### src/rtl/pwmpcs_map.vh
// Purpose: Constants for the PWM period, configuration and status block
// Assumes: 100 MHz system clock, 32-bit APB register bus
// Notes: Byte addresses, field positions, reset values and timing figures
`ifndef PWMPCS_MAP_VH
`define PWMPCS_MAP_VH

// Register byte addresses
`define PWMPCS_A_CTRL 8'h00
`define PWMPCS_A_PER_LO 8'h04
`define PWMPCS_A_PER_HI 8'h08
`define PWMPCS_A_HZ 8'h0c
`define PWMPCS_A_DUTY 8'h10
`define PWMPCS_A_STATUS 8'h14
`define PWMPCS_A_ACT_PER 8'h18

// Control register bits (write one to act)
`define PWMPCS_CTRL_CFG_TOGGLE 0
`define PWMPCS_CTRL_SAVE 1

// Status register bits
`define PWMPCS_ST_FUSE 2
`define PWMPCS_ST_OPEN 3
`define PWMPCS_ST_BUSY 4
`define PWMPCS_ST_RED 5
`define PWMPCS_ST_GREEN 6
`define PWMPCS_ST_VALID 7

// Widths
`define PWMPCS_LO_W 16
`define PWMPCS_HI_W 8
`define PWMPCS_PER_W 24

// Timer tick rate and system rate, both in kHz
`define PWMPCS_TICK_KHZ 17'h00600
`define PWMPCS_SYS_KHZ 17'h186a0
// Tick rate in Hz, dividend for period and frequency
`define PWMPCS_TICK_HZ 24'h177000

// Frequency limits in Hz
`define PWMPCS_HZ_MIN 32'h00000002
`define PWMPCS_HZ_MAX 32'h000003e8

// Factory default period: 100 Hz gives 15360 counts
`define PWMPCS_DEF_LO 16'h3c00
`define PWMPCS_DEF_HI 8'h00

// Fault window: duty between 10% and 90% of the period
`define PWMPCS_PCT_LO 28'h000000a
`define PWMPCS_PCT_HI 28'h0000009

// Start-up time and indicator flash half period, in ms
`define PWMPCS_STARTUP_MS 32'h00000064
`define PWMPCS_FLASH_MS 32'h000000fa
`define PWMPCS_CYC_PER_MS 32'h000186a0

`endif

### src/rtl/pwmpcs_top.v
// Purpose: PWM carrier period timing, period configuration and status indicators
// Assumes: APB slave with one wait state; fault sense inputs synchronous to clk
// Notes: Configuration store is a two-entry array reset to factory values
// How it works
// - Period counter advances on 1.536 MHz ticks
// - Period is 16-bit low plus high part
// - Hertz command derives period by rounded division
// - Frequency changes accepted only in configuration mode
// - Hertz commands outside 2..1000 are ignored
// - Store keeps low and high as entries
// - Hertz readback shows integer part only
// - Output indicator follows switch drive signal
// - Output indicator ignores load faults
// - Orange during start-up, then steady green
// - Green, flash green, red, flash red
// - Illegal controller state shows dark indicator
// - Faults sampled only at 10..90% duty
// - Faults never stop the PWM output
// - Start-up loads period from store
// - Configuration mode forces zero duty
// - Unconfigured store defaults to 100 Hz
// - Leaving configuration restarts and reloads store
// - Save writes pending period into store
`timescale 1ns/10ps
`include "pwmpcs_map.vh"

module pwmpcs_top #(
  parameter STARTUP_CYC = `PWMPCS_STARTUP_MS * `PWMPCS_CYC_PER_MS, // Start-up cycles
  parameter FLASH_CYC = `PWMPCS_FLASH_MS * `PWMPCS_CYC_PER_MS // Flash half period
) (
  input wire clk, // System clock 100 MHz
  input wire rst, // Synchronous reset, active high
  input wire psel, // APB select
  input wire penable, // APB enable
  input wire pwrite, // APB direction
  input wire [7:0] paddr, // APB byte address
  input wire [31:0] pwdata, // APB write data
  output reg [31:0] prdata, // APB read data
  output reg pready, // APB ready
  output reg pslverr, // APB error on unmapped address
  input wire fuse_blown, // Fuse sense, high when blown
  input wire open_load, // Open load sense, high when open
  output reg pwm_out, // Power switch drive
  output reg out_led, // Output indicator
  output reg led_red, // Status indicator red
  output reg led_green // Status indicator green
);

  ////////////////////////////////////////////////////////////////////////////
  // Declarations
  localparam ST_BOOT = 2'd0; // Start-up and self-test
  localparam ST_NORM = 2'd1; // Normal operation
  localparam ST_CFG = 2'd2; // Configuration mode
  reg [1:0] state_q; // Controller state
  reg [31:0] boot_cnt_q; // Start-up timer
  reg [31:0] flash_cnt_q; // Flash timer
  reg flash_q; // Flash phase
  reg [16:0] acc_q; // Tick phase accumulator
  reg tick_q; // 1.536 MHz tick
  reg [`PWMPCS_PER_W-1:0] cnt_q; // Period counter
  reg [`PWMPCS_PER_W-1:0] act_per_q; // Active period
  reg [`PWMPCS_LO_W-1:0] pend_lo_q; // Pending low part
  reg [`PWMPCS_HI_W-1:0] pend_hi_q; // Pending high part
  reg pend_new_q; // Pending period awaits boundary
  reg [`PWMPCS_PER_W-1:0] store_q [0:1]; // Configuration store entries
  reg [`PWMPCS_PER_W-1:0] duty_q; // Duty threshold in counts
  reg fuse_q; // Qualified fuse fault
  reg open_q; // Qualified open load fault
  reg [`PWMPCS_PER_W-1:0] hz_rd_q; // Integer hertz of active period
  reg hz_dirty_q; // Readback needs recompute
  reg hz_req_q; // Hertz command waiting
  reg [`PWMPCS_PER_W-1:0] hz_cmd_q; // Requested hertz
  reg div_busy_q; // Divider running
  reg div_op_q; // 0 hertz to period, 1 period to hertz
  reg [`PWMPCS_PER_W-1:0] div_num_q; // Dividend, shifts into quotient
  reg [`PWMPCS_PER_W-1:0] div_den_q; // Divisor
  reg [`PWMPCS_PER_W-1:0] div_rem_q; // Partial remainder
  reg [4:0] div_cnt_q; // Steps left
  wire apb_take; // Transfer completes this edge
  wire wr; // Write completes
  wire boundary; // Last tick of a period
  wire fault_valid; // Duty inside fault window
  wire [24:0] rem_sh; // Shifted remainder
  wire rem_ge; // Subtract step succeeds
  wire [`PWMPCS_PER_W-1:0] per_full; // Combined pending period
  wire [17:0] acc_sum; // Accumulator next sum
  wire [27:0] duty_x10; // Duty times ten
  wire [27:0] per_x1; // Period widened
  wire [27:0] per_x9; // Period times nine
  reg mapped; // Address decodes
  reg [31:0] rd_val; // Read mux

  // Combine high and low parts of a period
  function [`PWMPCS_PER_W-1:0] join_per;
    input [`PWMPCS_HI_W-1:0] hi;
    input [`PWMPCS_LO_W-1:0] lo;
    begin
      join_per = {hi, lo};
    end
  endfunction

  assign apb_take = psel & penable & pready;
  assign wr = apb_take & pwrite & mapped;
  assign per_full = join_per(pend_hi_q, pend_lo_q);
  assign acc_sum = {1'b0, acc_q} + {1'b0, `PWMPCS_TICK_KHZ};
  assign boundary = tick_q & ((cnt_q + 24'h000001) >= act_per_q);
  assign rem_sh = {div_rem_q, div_num_q[`PWMPCS_PER_W-1]};
  assign rem_ge = rem_sh >= {1'b0, div_den_q};
  assign duty_x10 = {4'h0, duty_q} * `PWMPCS_PCT_LO;
  assign per_x1 = {4'h0, act_per_q};
  assign per_x9 = per_x1 * `PWMPCS_PCT_HI;
  assign fault_valid = (duty_x10 >= per_x1) && (duty_x10 <= per_x9);

  ////////////////////////////////////////////////////////////////////////////
  // Tick generator: fractional accumulator gives 1.536 MHz from 100 MHz
  always @(posedge clk)
  begin
    if (rst)
    begin
      acc_q <= 17'h00000;
      tick_q <= 1'b0;
    end
    else if (acc_sum >= {1'b0, `PWMPCS_SYS_KHZ})
    begin
      acc_q <= acc_sum[16:0] - `PWMPCS_SYS_KHZ;
      tick_q <= 1'b1;
    end
    else
    begin
      acc_q <= acc_sum[16:0];
      tick_q <= 1'b0;
    end
  end

  ////////////////////////////////////////////////////////////////////////////
  // Controller state, start-up timer, configuration store
  always @(posedge clk)
  begin
    if (rst)
    begin
      state_q <= ST_BOOT;
      boot_cnt_q <= 32'h00000000;
      store_q[0] <= {8'h00, `PWMPCS_DEF_LO};
      store_q[1] <= {16'h0000, `PWMPCS_DEF_HI};
    end
    else
    begin
      case (state_q)
        ST_BOOT:
        begin
          // Orange while self-test runs, then go normal
          if (boot_cnt_q >= STARTUP_CYC - 1)
          begin
            state_q <= ST_NORM;
            boot_cnt_q <= 32'h00000000;
          end
          else
          begin
            boot_cnt_q <= boot_cnt_q + 32'h00000001;
          end
        end
        ST_NORM:
        begin
          if (wr && paddr == `PWMPCS_A_CTRL && pwdata[`PWMPCS_CTRL_CFG_TOGGLE])
          begin
            state_q <= ST_CFG;
          end
        end
        ST_CFG:
        begin
          if (wr && paddr == `PWMPCS_A_CTRL && pwdata[`PWMPCS_CTRL_SAVE])
          begin
            store_q[0] <= {8'h00, pend_lo_q};
            store_q[1] <= {16'h0000, pend_hi_q};
          end
          if (wr && paddr == `PWMPCS_A_CTRL && pwdata[`PWMPCS_CTRL_CFG_TOGGLE])
          begin
            state_q <= ST_BOOT;
          end
        end
        default:
        begin
          // Illegal code restarts the controller
          state_q <= ST_BOOT;
        end
      endcase
    end
  end

  ////////////////////////////////////////////////////////////////////////////
  // Pending and active period, period counter
  always @(posedge clk)
  begin
    if (rst)
    begin
      pend_lo_q <= `PWMPCS_DEF_LO;
      pend_hi_q <= `PWMPCS_DEF_HI;
      pend_new_q <= 1'b0;
      act_per_q <= join_per(`PWMPCS_DEF_HI, `PWMPCS_DEF_LO);
      cnt_q <= 24'h000000;
    end
    else if (state_q == ST_BOOT)
    begin
      // Load from the store while starting up
      pend_lo_q <= store_q[0][`PWMPCS_LO_W-1:0];
      pend_hi_q <= store_q[1][`PWMPCS_HI_W-1:0];
      act_per_q <= join_per(store_q[1][`PWMPCS_HI_W-1:0], store_q[0][`PWMPCS_LO_W-1:0]);
      pend_new_q <= 1'b0;
      cnt_q <= 24'h000000;
    end
    else
    begin
      if (div_busy_q && !div_op_q && div_cnt_q == 5'd1 && state_q == ST_CFG)
      begin
        // Rounded quotient becomes the pending period dropped once out of config
        pend_lo_q <= {div_num_q[`PWMPCS_LO_W-2:0], rem_ge};
        pend_hi_q <= div_num_q[`PWMPCS_PER_W-2:`PWMPCS_LO_W-1];
        pend_new_q <= 1'b1;
      end
      else if (wr && state_q == ST_CFG && paddr == `PWMPCS_A_PER_LO)
      begin
        pend_lo_q <= pwdata[`PWMPCS_LO_W-1:0];
      end
      else if (wr && state_q == ST_CFG && paddr == `PWMPCS_A_PER_HI)
      begin
        pend_hi_q <= pwdata[`PWMPCS_HI_W-1:0];
        pend_new_q <= 1'b1; // High write completes the pair
      end
      else if (boundary)
      begin
        pend_new_q <= 1'b0;
      end
      if (boundary)
      begin
        cnt_q <= 24'h000000;
        if (pend_new_q)
        begin
          act_per_q <= per_full;
        end
      end
      else if (tick_q)
      begin
        cnt_q <= cnt_q + 24'h000001;
      end
    end
  end

  ////////////////////////////////////////////////////////////////////////////
  // Shared restoring divider: hertz command and hertz readback
  always @(posedge clk)
  begin
    if (rst)
    begin
      div_busy_q <= 1'b0;
      div_op_q <= 1'b0;
      div_num_q <= 24'h000000;
      div_den_q <= 24'h000000;
      div_rem_q <= 24'h000000;
      div_cnt_q <= 5'd0;
      hz_rd_q <= 24'h000000;
    end
    else if (div_busy_q)
    begin
      div_num_q <= {div_num_q[`PWMPCS_PER_W-2:0], rem_ge};
      div_rem_q <= rem_ge ? (rem_sh[23:0] - div_den_q) : rem_sh[23:0];
      div_cnt_q <= div_cnt_q - 5'd1;
      if (div_cnt_q == 5'd1)
      begin
        div_busy_q <= 1'b0;
        if (div_op_q)
        begin
          hz_rd_q <= {div_num_q[`PWMPCS_PER_W-2:0], rem_ge}; // Truncated
        end
      end
    end
    else if (hz_req_q)
    begin
      // Add half the divisor so the quotient rounds to nearest
      div_busy_q <= 1'b1;
      div_op_q <= 1'b0;
      div_num_q <= `PWMPCS_TICK_HZ + {1'b0, hz_cmd_q[`PWMPCS_PER_W-1:1]};
      div_den_q <= hz_cmd_q;
      div_rem_q <= 24'h000000;
      div_cnt_q <= 5'd24;
    end
    else if (hz_dirty_q && act_per_q != 24'h000000)
    begin
      div_busy_q <= 1'b1;
      div_op_q <= 1'b1;
      div_num_q <= `PWMPCS_TICK_HZ;
      div_den_q <= act_per_q;
      div_rem_q <= 24'h000000;
      div_cnt_q <= 5'd24;
    end
  end

  ////////////////////////////////////////////////////////////////////////////
  // Hertz command capture and readback refresh flag
  always @(posedge clk)
  begin
    if (rst)
    begin
      hz_req_q <= 1'b0;
      hz_cmd_q <= 24'h000000;
      hz_dirty_q <= 1'b1;
    end
    else
    begin
      if (wr && state_q == ST_CFG && paddr == `PWMPCS_A_HZ &&
          pwdata >= `PWMPCS_HZ_MIN && pwdata <= `PWMPCS_HZ_MAX)
      begin
        hz_req_q <= 1'b1;
        hz_cmd_q <= pwdata[`PWMPCS_PER_W-1:0];
      end
      else if (!div_busy_q)
      begin
        hz_req_q <= 1'b0;
      end
      // Active period change wins over the refresh start
      if (state_q == ST_BOOT || (boundary && pend_new_q))
      begin
        hz_dirty_q <= 1'b1;
      end
      else if (!div_busy_q && !hz_req_q)
      begin
        hz_dirty_q <= 1'b0;
      end
    end
  end

  ////////////////////////////////////////////////////////////////////////////
  // Duty register, fault qualification, PWM drive
  always @(posedge clk)
  begin
    if (rst)
    begin
      duty_q <= 24'h000000;
      fuse_q <= 1'b0;
      open_q <= 1'b0;
      pwm_out <= 1'b0;
      out_led <= 1'b0;
    end
    else
    begin
      if (wr && paddr == `PWMPCS_A_DUTY)
      begin
        duty_q <= pwdata[`PWMPCS_PER_W-1:0];
      end
      if (fault_valid)
      begin
        fuse_q <= fuse_blown;
        open_q <= open_load;
      end
      // Faults take no part in the drive zero duty in configuration
      pwm_out <= (state_q == ST_NORM) && (cnt_q < duty_q);
      out_led <= (state_q == ST_NORM) && (cnt_q < duty_q);
    end
  end

  ////////////////////////////////////////////////////////////////////////////
  // Status indicator with flash timer
  always @(posedge clk)
  begin
    if (rst)
    begin
      flash_cnt_q <= 32'h00000000;
      flash_q <= 1'b0;
      led_red <= 1'b0;
      led_green <= 1'b0;
    end
    else
    begin
      if (flash_cnt_q >= FLASH_CYC - 1)
      begin
        flash_cnt_q <= 32'h00000000;
        flash_q <= ~flash_q;
      end
      else
      begin
        flash_cnt_q <= flash_cnt_q + 32'h00000001;
      end
      case (state_q)
        ST_BOOT:
        begin
          led_red <= 1'b1;
          led_green <= 1'b1;
        end
        ST_CFG:
        begin
          led_red <= 1'b0;
          led_green <= flash_q;
        end
        ST_NORM:
        begin
          led_red <= fuse_q | (open_q & flash_q);
          led_green <= ~fuse_q & ~open_q;
        end
        default:
        begin
          led_red <= 1'b0;
          led_green <= 1'b0;
        end
      endcase
    end
  end

  ////////////////////////////////////////////////////////////////////////////
  // APB read mux and decode
  always @*
  begin
    mapped = 1'b1;
    rd_val = 32'h00000000;
    case (paddr)
      `PWMPCS_A_CTRL: rd_val = {31'h00000000, state_q == ST_CFG};
      `PWMPCS_A_PER_LO: rd_val = {16'h0000, pend_lo_q};
      `PWMPCS_A_PER_HI: rd_val = {24'h000000, pend_hi_q};
      `PWMPCS_A_HZ: rd_val = {8'h00, hz_rd_q};
      `PWMPCS_A_DUTY: rd_val = {8'h00, duty_q};
      `PWMPCS_A_STATUS: rd_val = {24'h000000, fault_valid, led_green, led_red,
                                   div_busy_q | hz_req_q, open_q, fuse_q, state_q};
      `PWMPCS_A_ACT_PER: rd_val = {8'h00, act_per_q};
      default: mapped = 1'b0;
    endcase
  end

  // APB slave: one wait state, data and error set with pready
  always @(posedge clk)
  begin
    if (rst)
    begin
      pready <= 1'b0;
      prdata <= 32'h00000000;
      pslverr <= 1'b0;
    end
    else
    begin
      pready <= psel & penable & ~pready;
      prdata <= (psel & penable & ~pready & ~pwrite) ? rd_val : 32'h00000000;
      pslverr <= psel & penable & ~pready & ~mapped;
    end
  end

endmodule
### config.mk
export PLATFORM = sky130hd
export DESIGN_NAME = pwmpcs_top
export DESIGN_NICKNAME = d
export VERILOG_FILES = /design/src/rtl/pwmpcs_top.v
export VERILOG_INCLUDE_DIRS = /design/src /design/src/rtl
export SDC_FILE = /design/constraint.sdc
export NUM_CORES = 1
export LEC_CHECK = 0
export BUFFER_PORTS_ARGS = -buffer_cell sky130_fd_sc_hd__buf_2
export CELL_PAD_IN_SITES_DETAIL_PLACEMENT = 0
export CELL_PAD_IN_SITES_GLOBAL_PLACEMENT = 1
export CORE_MARGIN = 4
export CORE_UTILIZATION = 40
export CTS_CLUSTER_SIZE = 12
export DETAILED_ROUTE_END_ITERATION = 16
export GPL_TIMING_DRIVEN = 0
export PLACE_DENSITY = 0.73
export SLEW_MARGIN = 40
export SYNTH_ARGS = -nofsm -noshare
export SYNTH_HDL_FRONTEND = slang
export SYNTH_SLANG_ARGS = --single-unit
### constraint.sdc
create_clock -name clk -period 5.05 [get_ports clk]
set_input_delay 0.7575 -clock clk [delete_from_list [all_inputs] [get_ports clk]]
set_output_delay 0.7575 -clock clk [all_outputs]
set_load 0.02 [all_outputs]
# Word level (Yosys, flattened, before mapping)
# Memories as Yosys holds them, arrays and structs flattened.
# Cells that the tools add are included.
# Widths: inputs -> output; s select.
# word_totals
reg_bits	350
mem_bits_rw	32
input_bits	47
out_inout_bits	38
elab_cells	185
memories	1
# classes
add_sub_neg	8
n_mul	2
magnitude_cmp	10
n_eq_ne	15
mux	53
bitwise	22
n_reduce_logical	44
# memory_table
memory	depth	word_bits	rd	rd_ports_with_merged_regs	wr	line	source
store_q	2	16	2	0	2	pwmpcs_top.v:65	reg [`PWMPCS_PER_W-1:0] store_q [0:1];
# ops
operator	count
$mux 24	12
$pmux 24 s7	1
$mux 16	5
$add 32x1->32 const B	2
$ge 32x2->1 const B	1
$ge 32x24->1 const B	1
$ge 32x25->1 const B	1
$le 32x10->1 const B	1
$mux 32	1
$mux 8	4
$ge 28x24->1	1
$le 28x28->1	1
$mul 24x4->28 const B	1
$mul 24x3->27 const B	1
$ge 25x24->1	1
$add 21x23->24 const A	1
$add 24x1->24 const B	1
$eq 8x5->1 const B	3
$ge 24x24->1	1
$lt 24x24->1	1
$reduce_bool 24->1	1
$sub 24x24->24	1
$mux 1	20
$add 17x11->18 const B	1
other kinds (32)	90

# Depth between registers and ports, before layout
# Gate-level depths: netlist (run 1).
# depth
word_depth	11
ltp_mapped	22

# Worst setup path before layout (run 1)
# Ideal clock, no wire load.
# synth_path
kind	register -> register
startpoint	register duty_q[1]
endpoint	register prdata[7]
setup_time_ps	74
arrival_ps	4511
required_ps	4976
setup_slack_ps	465
stages_incl_launch_ff	23
path_buffers	0
synth_period_minus_slack_ps	4585
path_cell_list	dfxtp_1 ha_1 ha_1 fa_1 a211oi_1 o21a_1 or3b_1 nand2_1 a21o_1 a21oi_1 o21bai_1 a21oi_1 xnor2_1 ha_1 nand4_1 nor4_1 o2111ai_1 a21oi_1 nor4_1 mux2i_1 o32ai_4 or2_1 a31oi_1
# synth_via
elab_chain_len	4
elab_cells_between_ends	5
classes_between	1 x mul; 2 x order compare; 1 x mux; 1 x reduce/logical
# synth_rtl
item	line	source
start: declaration	pwmpcs_top.v:66	reg [`PWMPCS_PER_W-1:0] duty_q;
start signal: assignment	pwmpcs_top.v:347	duty_q <= pwdata[`PWMPCS_PER_W-1:0];
$mul 24x3->27 (no line) *	-	
$ge 28x24->1 or $le 28x28->1 (tied branches)	pwmpcs_top.v:112	assign fault_valid = (duty_x10 >= per_x1) && (duty_x10 <= per_x9);
$logic_and 1x1->1 *	pwmpcs_top.v:112	
$pmux 24 s7 *	pwmpcs_top.v:413	case (paddr)
end signal: assignment	pwmpcs_top.v:438	prdata <= (psel & penable & ~pready & ~pwrite) ? rd_val : 32'h00000000;
end: declaration	pwmpcs_top.v:38	output reg [31:0] prdata,
# Every way passes the cells marked *; elsewhere a longest branch is shown, timed or not.
# A chain may end at the register's enable or synchronous reset.

# Worst setup path in the final report (run 1)
# layout_path
startpoint	register duty_q[2]
endpoint	register prdata[7]
# The elaborated chain is that of the path after synthesis.

==> impl_metrics.tcl, run 1 <==
set metrics [dict create \
    grt_pass1_wl_mm 113.2 \
    finClkSkew_ns 0.01526 \
    path_cells "ha_4 > ha_1 > a211oi_2 > nor2_1 > o41a_4 > a21oi_4 > nand2b_1 > a21oi_2 > o21ai_0 > a21oi_2 > xnor2_2 > ha_1 > nand4_1 > nor4_4 > buf_4 > nand3_1 > nand2_1 > nor4_2 > mux2i_1 > o32ai_4 > buf_12 > or2_1 > a31oi_2" \
    setup_slack_ns -0.1014 \
    via_per_inst 5.854 \
    wl_per_cell_um 22.16 \
    critPathMaxFanout 5 \
    async_reset_ff_frac 0 \
    dr.pass1.iters 6 \
    synth_area_leader_cell "dfxtp_1" \
    ctsLongestPathBuffers 3 \
    drcViolationCount 0 \
    worstMarginPinSlew_ns 0.8736 \
    synth_edf_count 24 \
    yosysWarnings 0 \
    violations "negative setup slack" \
    diodes 0 \
    vias 19955 \
    power_density_mw_per_mm2 314.4 \
    start_kind "register" \
    slowest_delay_ns 0.42 \
    max_freq_mhz 194.1 \
    ys_seq_elements 361 \
    core.rowCount 84 \
    status "complete, but fails checks" \
    max_cap_violations 0 \
    period_needed_ns 5.151 \
    cts_buffers 43 \
    synth_seq_area_share 0.3488 \
    clock-sinks 361 \
    slowest_stage "o41a_4" \
    nets 2957 \
    synthCells 2537 \
    yosys_most_used_dff "dfxtp_1" \
    hold_buffers 0 \
    dp.cells 3316 \
    finalSetupViolCount 3 \
    drt_iter0_markers 1658 \
    syn2layout_area_growth_pct 14.93 \
    totalWireLength_mm 75.54 \
    finalCritPeriodShare 1.020 \
    die_w_um 239.3 \
    grt_max_degree 25 \
    ir_worst_vdd_mv 0.2265 \
    ioPinCount 85 \
    syn_area_mm2 0.02141 \
    clkSlewWorstSetupHoldPaths_ns 0.07 \
    wl_met3_mm 5.482 \
    leakagePower_nw 9.814 \
    hold_path.class "input port to register" \
    drv_slew 0 \
    track_usage 0.2554 \
    cts_tree "yes" \
    gr-total-overflow 0 \
    routed.top_layer "met5" \
    place_congestion 0.9595 \
    h-tree-depth 2 \
    hold_violations 0 \
    m1WireLength_mm 31.95 \
    finalNonFillerCells 3409 \
    synthDominantCellAreaShare 0.3152 \
    dr_wl_met2_mm 34.30 \
    final_util 0.4663 \
    yosysMostFrequentCell "dfxtp_1" \
    critical_path_arrival_ns 5.64 \
    relSlewSlack 0.4115 \
    synth_area_per_cell_um2 8.438 \
    critPathRequiredTime_ns 5.54 \
    endpoint_kind "register" \
    synthDistinctLibCells 83 \
    final_layout_size_suffix_gt1_frac 0.09923 \
    ant_nets 0 \
    portBuffers 75 \
    grt_setup_unrepaired "yes" \
    synthTopCellsByArea "dfxtp_1 (32%), ha_1 (13%), nor2_1 (4.9%)" \
    insertion_delay_ns 0.58 \
    cts-root-buf "clkbuf_16" \
    core_area_mm2 0.05276 \
    critPathBufInv 2 \
    critPathTopFamily "compound AO/OA/AOI/OAI gates" \
    die_h_um 239.3 \
    die_area_mm2 0.05728 \
    antenna_found_initial 1 \
    grt_pass1_vias 19113 \
    synth_top_cells_by_count "dfxtp_1 (337), nor2_1 (280), nand2_1 (256)" \
    initial_utilization 0.4057 \
    path_class "register to register" \
    dp_hpwl_mm 55.52 \
]
-- metrics by stage --
step | setup TNS, ns | hold WS [ns] | setup WS (ns) | instance area, um2 | power [mW]
floorplan | 0 | 0.4260 | 0.4650 | 21460 | 4.278
global placement | -2.002 | 0.4399 | -0.7609 | 22700 | 4.708
detailed placement | -1.826 | 0.4476 | -0.7323 | 22740 | 4.730
CTS | 0 | 0.3894 | 0.005485 | 24270 | 7.770
global route | -0.7335 | 0.4241 | -0.2576 | 24600 | 8.080
finish | -0.2238 | 0.4063 | -0.1014 | 24600 | 7.736
-- sequential cells by signal, indices dropped and copies added, names as in the netlist, 2 cells and up --
| signal | count |
|---|---|
| flash_cnt_q | 32 |
| state_q | 2 |
| boot_cnt_q | 32 |
| store_q | 24 |
| div_cnt_q | 5 |
| div_den_q | 24 |
| duty_q | 24 |
| cnt_q | 24 |
| hz_rd_q | 24 |
| pend_hi_q | 8 |
| prdata | 24 |
| div_num_q | 24 |
| pend_lo_q | 16 |
| act_per_q | 24 |
| hz_cmd_q | 24 |
| acc_q | 12 |
| div_rem_q | 24 |
-- cell usage in the layout, fill, tap and decap left out, types with 17 or more instances in the layout --
cell | Yosys | layout
dfxtp_4 | 0 | 17
buf_4 | 9 | 27
xnor2_1 | 69 | 67
buf_2 | 8 | 82
nand3_1 | 62 | 62
dfxtp_1 | 337 | 306
ha_1 | 215 | 206
nand2b_1 | 19 | 18
and2_1 | 48 | 48
nand2_1 | 256 | 255
o21a_1 | 19 | 19
a21o_1 | 50 | 50
xor2_1 | 81 | 81
a21oi_1 | 201 | 193
nor4_1 | 23 | 18
and3_1 | 33 | 33
mux2i_1 | 54 | 54
clkbuf_16 | 0 | 43
a222oi_1 | 39 | 39
nor2_1 | 280 | 279
o21ai_0 | 104 | 104
nor3_1 | 54 | 52
a22oi_1 | 36 | 36
edfxtp_1 | 24 | 24
inv_1 | 112 | 112
a211oi_1 | 53 | 51
clkbuf_1 | 102 | 113
nand4_1 | 28 | 28
nor2b_1 | 25 | 25
-- worst register-to-register path: cells and delay by family, from the launching register on --
family                     cells  cell delay [ns]
and+or+nand+nor                8             1.32
buffers and inverters          2             0.34
AOI/OAI and AO/OA              8             1.74
DFF                            1             0.38
muxes                          1             0.30
xor gates and xnor gates       1             0.10
adders and majority gates      3             0.90
-- what timing repair did --
item | in CTS | in global routing
gates resized for setup | 49 | 45
endpoints found under the setup margin | 3 | 25
pin swaps | 9 | 23
buffers inserted | 3 | 15
-- metal layers --
| metal | global-route usage | vias up |
|---|---|---|
| met2 | 0.4215 | 720 |
| met4 | 0.1154 | 2 |
| met3 | 0.03984 | 194 |
| met5 | 0 | - |
| met1 | 0.3305 | 9606 |
| li1 | - | 9433 |
-- layout make-up --
| class | count | area, um2 |
|---|---|---|
| multi-input cells | 1955 | 13350 |
| plain buffers | 123 | 515.5 |
| inverters | 112 | 420.4 |
| fillers | 5296 | 28160 |
| clock inverters | 11 | 116.4 |
| flip-flops and latches | 361 | 7548 |
| clock buffers | 63 | 1231 |
| well taps | 688 | 860.8 |
| repair buffers | 96 | 559.3 |
-- worst paths after layout --
path / depth (start not counted) / to / slack, ns / startpoint
max: 23 / prdata[7] / -0.10 / duty_q[2]
min: 3 / fuse_q / 0.41 / fuse_blown
max reg2reg: 23 / prdata[7] / -0.10 / duty_q[2]
min reg2reg: 1 / flash_cnt_q[0] / 0.46 / flash_cnt_q[0]
-- power by group --
| part | internal, mW | leakage (nW) | switching, mW |
|---|---|---|---|
| combinational | 0.630 | 6.16 | 0.978 |
| sequential | 2.97 | 2.99 | 0.119 |
| clock | 1.75 | 0.663 | 1.29 |
-- kinds of logic after synthesis --
kind of cell,after synthesis,synth area share
fa+ha+maj,218,0.1285
buf+inv,235,0.04325
mux,55,0.02595
xor+xnor,151,0.06213
compound gates,642,0.2026
flops,361,0.3488
other cells,1,0.0001752
simple gates,874,0.1886
(Power assumes the default switching activity.)
==> inputs of run 2 (changes only) <==
ABC_AREA = 1   (was not set)
CORE_ASPECT_RATIO = 1.75   (was not set)
GPL_TIMING_DRIVEN = not set   (was 0)
PLACE_DENSITY = 0.76   (was 0.73)
==> impl_metrics.tcl, run 2 <==
set metrics [dict create \
    status "completed" \
    synth_edf_count 24 \
    leakagePower_nw 11.16 \
    path_class "register to register" \
    relSlewSlack 0.3561 \
    cts_resized 0 \
    drv_slew 0 \
    h-tree-depth 2 \
    r2r_cells 21 \
    place_congestion 1.023 \
    ir_worst_vdd_mv 0.2272 \
    worstSetupPathDepth 21 \
    nets 3520 \
    portBuffers 76 \
    nFillCells 5874 \
    grt_pass1_vias 22121 \
    grt_max_degree 76 \
    synth_seq_area_share 0.3299 \
    critPathRequiredTime_ns 5.54 \
    clkSlewWorstSetupHoldPaths_ns 0.07 \
    wl_per_cell_um 21.39 \
    cts_tree "yes" \
    slowest_stage "dfxtp_1" \
    period_needed_ns 4.200 \
    multi_input_area_mm2 0.01327 \
    ys_seq_elements 361 \
    die_h_um 322.7 \
    core_area_mm2 0.05612 \
    drcViolationCount 0 \
    synthDistinctLibCells 64 \
    cts-root-buf "clkbuf_16" \
    drt_iter0_markers 1551 \
    critPathBufInv 2 \
    initial_utilization 0.4034 \
    cts_setup_buffers 0 \
    hold_violations 0 \
    cts_buffers 40 \
    finalSetupViolCount 0 \
    clock-sinks 361 \
    ant_nets 0 \
    grt_setup_unrepaired "no" \
    dp_hpwl_mm 67.12 \
    total_power_mw 8.347 \
    path_cells "ha_1 > ha_1 > nand2_1 > nor2_1 > nand2_1 > nand3_1 > inv_1 > o21bai_2 > inv_1 > o21bai_1 > xor2_1 > ha_1 > a21oi_1 > o21a_1 > nand2_1 > a21oi_1 > nand3_1 > nor2_1 > nand3_1 > a21oi_1 > nor2_1" \
    core.rowCount 115 \
    largestRegisters "boot_cnt_q (32), flash_cnt_q (32)" \
    insertion_delay_ns 0.60 \
    synth_area_leader_cell "dfxtp_1" \
    totalWireLength_mm 85.25 \
    finClkSkew_ns 0.05548 \
    slowest_delay_ns 0.48 \
    die_w_um 187.8 \
    hold_path.class "register to register" \
    ioPinCount 85 \
    synthTopCellsByArea "dfxtp_1 (30%), ha_1 (12%), nand2_1 (12%)" \
    start_kind "register" \
    vias 21978 \
    syn_area_mm2 0.02264 \
    register_area_mm2 0.007468 \
    rrSetupSlack_ns 0.85 \
    gr-total-overflow 0 \
    synthCells 3216 \
    ctsLongestPathBuffers 3 \
    critical_path_arrival_ns 4.69 \
    layout_common_cells "nand2_1 (708), inv_1 (376), dfxtp_1 (336)" \
    tns_ns 0 \
    max_freq_mhz 238.1 \
    grt_pass1_wl_mm 129.9 \
    holdPathStages 2 \
    yosysMostFrequentCell "nand2_1" \
    via_per_inst 5.515 \
    critPathMaxFanout 5 \
    finalCritPeriodShare 0.8316 \
    yosysWarnings 0 \
    antenna_found_initial 0 \
    final_common_cell "nand2_1" \
    synth_top_cells_by_count "nand2_1 (710), inv_1 (379), dfxtp_1 (337)" \
    syn2layout_area_growth_pct 10.18 \
    worstMarginPinSlew_ns 0.9557 \
    die_area_mm2 0.06062 \
    max_cap_violations 0 \
    synth_area_per_cell_um2 7.039 \
    synthDominantCellAreaShare 0.2980 \
    yosys_most_used_dff "dfxtp_1" \
    critPathTopFamily "compound AO/OA/AOI/OAI gates" \
    hold_buffers 0 \
    track_usage 0.2773 \
    power_density_mw_per_mm2 334.7 \
    dr.pass1.iters 8 \
    async_reset_ff_frac 0 \
    final_layout_size_suffix_gt1_frac 0.06886 \
    endpoint_kind "register" \
]
-- run 2: cell types whose count changed in the layout (fill, tap and decap cells not counted), moves of 39 or more --
| cell | before | now |
|---|---|---|
| a21o_1 | 50 | 7 |
| a222oi_1 | 39 | 0 |
| inv_1 | 112 | 376 |
| and2_1 | 48 | 0 |
| nand3_1 | 62 | 154 |
| clkbuf_1 | 113 | 11 |
| a21oi_1 | 193 | 302 |
| mux2i_1 | 54 | 0 |
| o21ai_0 | 104 | 190 |
| nand2_1 | 255 | 708 |
-- run 2: cell families after synthesis --
family	count (synthesis)	synth area share
xor gates and xnor gates	91	0.03587
DFF	361	0.3299
adders and majority gates	218	0.1215
buffers and inverters	503	0.08838
other	1	0.0001657
and+or+nand+nor	1365	0.2573
AOI/OAI and AO/OA	677	0.1670
-- run 2: worst register-to-register path, stage by stage (launching register included) --
cell and delay, ns:
dfxtp_1 0.48, ha_1 0.30, ha_1 0.35, nand2_1 0.09, nor2_1 0.09, nand2_1 0.06
nand3_1 0.21, inv_1 0.13, o21bai_2 0.26, inv_1 0.07, o21bai_1 0.20, xor2_1 0.36
ha_1 0.32, a21oi_1 0.16, o21a_1 0.14, nand2_1 0.05, a21oi_1 0.12, nand3_1 0.09
nor2_1 0.15, nand3_1 0.20, a21oi_1 0.19, nor2_1 0.06
-- run 2: area by class of cell --
cell class              count  share of cell area
well taps                 702             0.03521
repair buffers            102             0.02333
flip-flops and latches    361              0.2994
diodes                      1           0.0001003
multi-input cells        2366              0.5320
clock buffers              58             0.04565
inverters                 384             0.05784
clock inverters            11            0.006421
-- run 2: routing by layer --
layer  vias to the layer above  global-route usage  part of all wire
li1                      10793                   -                 -
met1                     10209              0.2800              0.35
met2                       704              0.4974              0.50
met3                       272             0.03010             0.044
met4                         0              0.2556              0.11
met5                         -                   0                 0
-- run 2: per-stage QoR --
step	instance area, um2	setup WS (ns)	std cells	hold WS, ns	utilization
5_1_grt	24940	0.5651	3984	0.4631	0.4444
3_3_place_gp	23600	1.027	3915	0.4267	0.4206
4_1_cts	24920	0.9630	3984	0.4418	0.4441
2_1_floorplan	22690	1.765	3230	0.4190	-
3_5_place_dp	23620	0.9921	3915	0.4319	0.4210
6_report	24940	0.8503	3985	0.4379	0.4445
-- run 2: power breakdown --
part / leakage [nW] / internal (mW) / switching, mW / total, mW
Combinational: 7.56 / 0.731 / 1.49 / 2.22
Sequential: 2.97 / 3.01 / 0.137 / 3.15
Clock: 0.623 / 1.68 / 1.30 / 2.98
Total: 11.2 / 5.43 / 2.92 / 8.35
-- run 2: worst paths after layout --
| path | end | from |
|---|---|---|
| min | boot_cnt_q[27] | boot_cnt_q[27] |
| min reg2reg | boot_cnt_q[27] | boot_cnt_q[27] |
| max reg2reg | open_q | duty_q[6] |
| max | open_q | duty_q[6] |
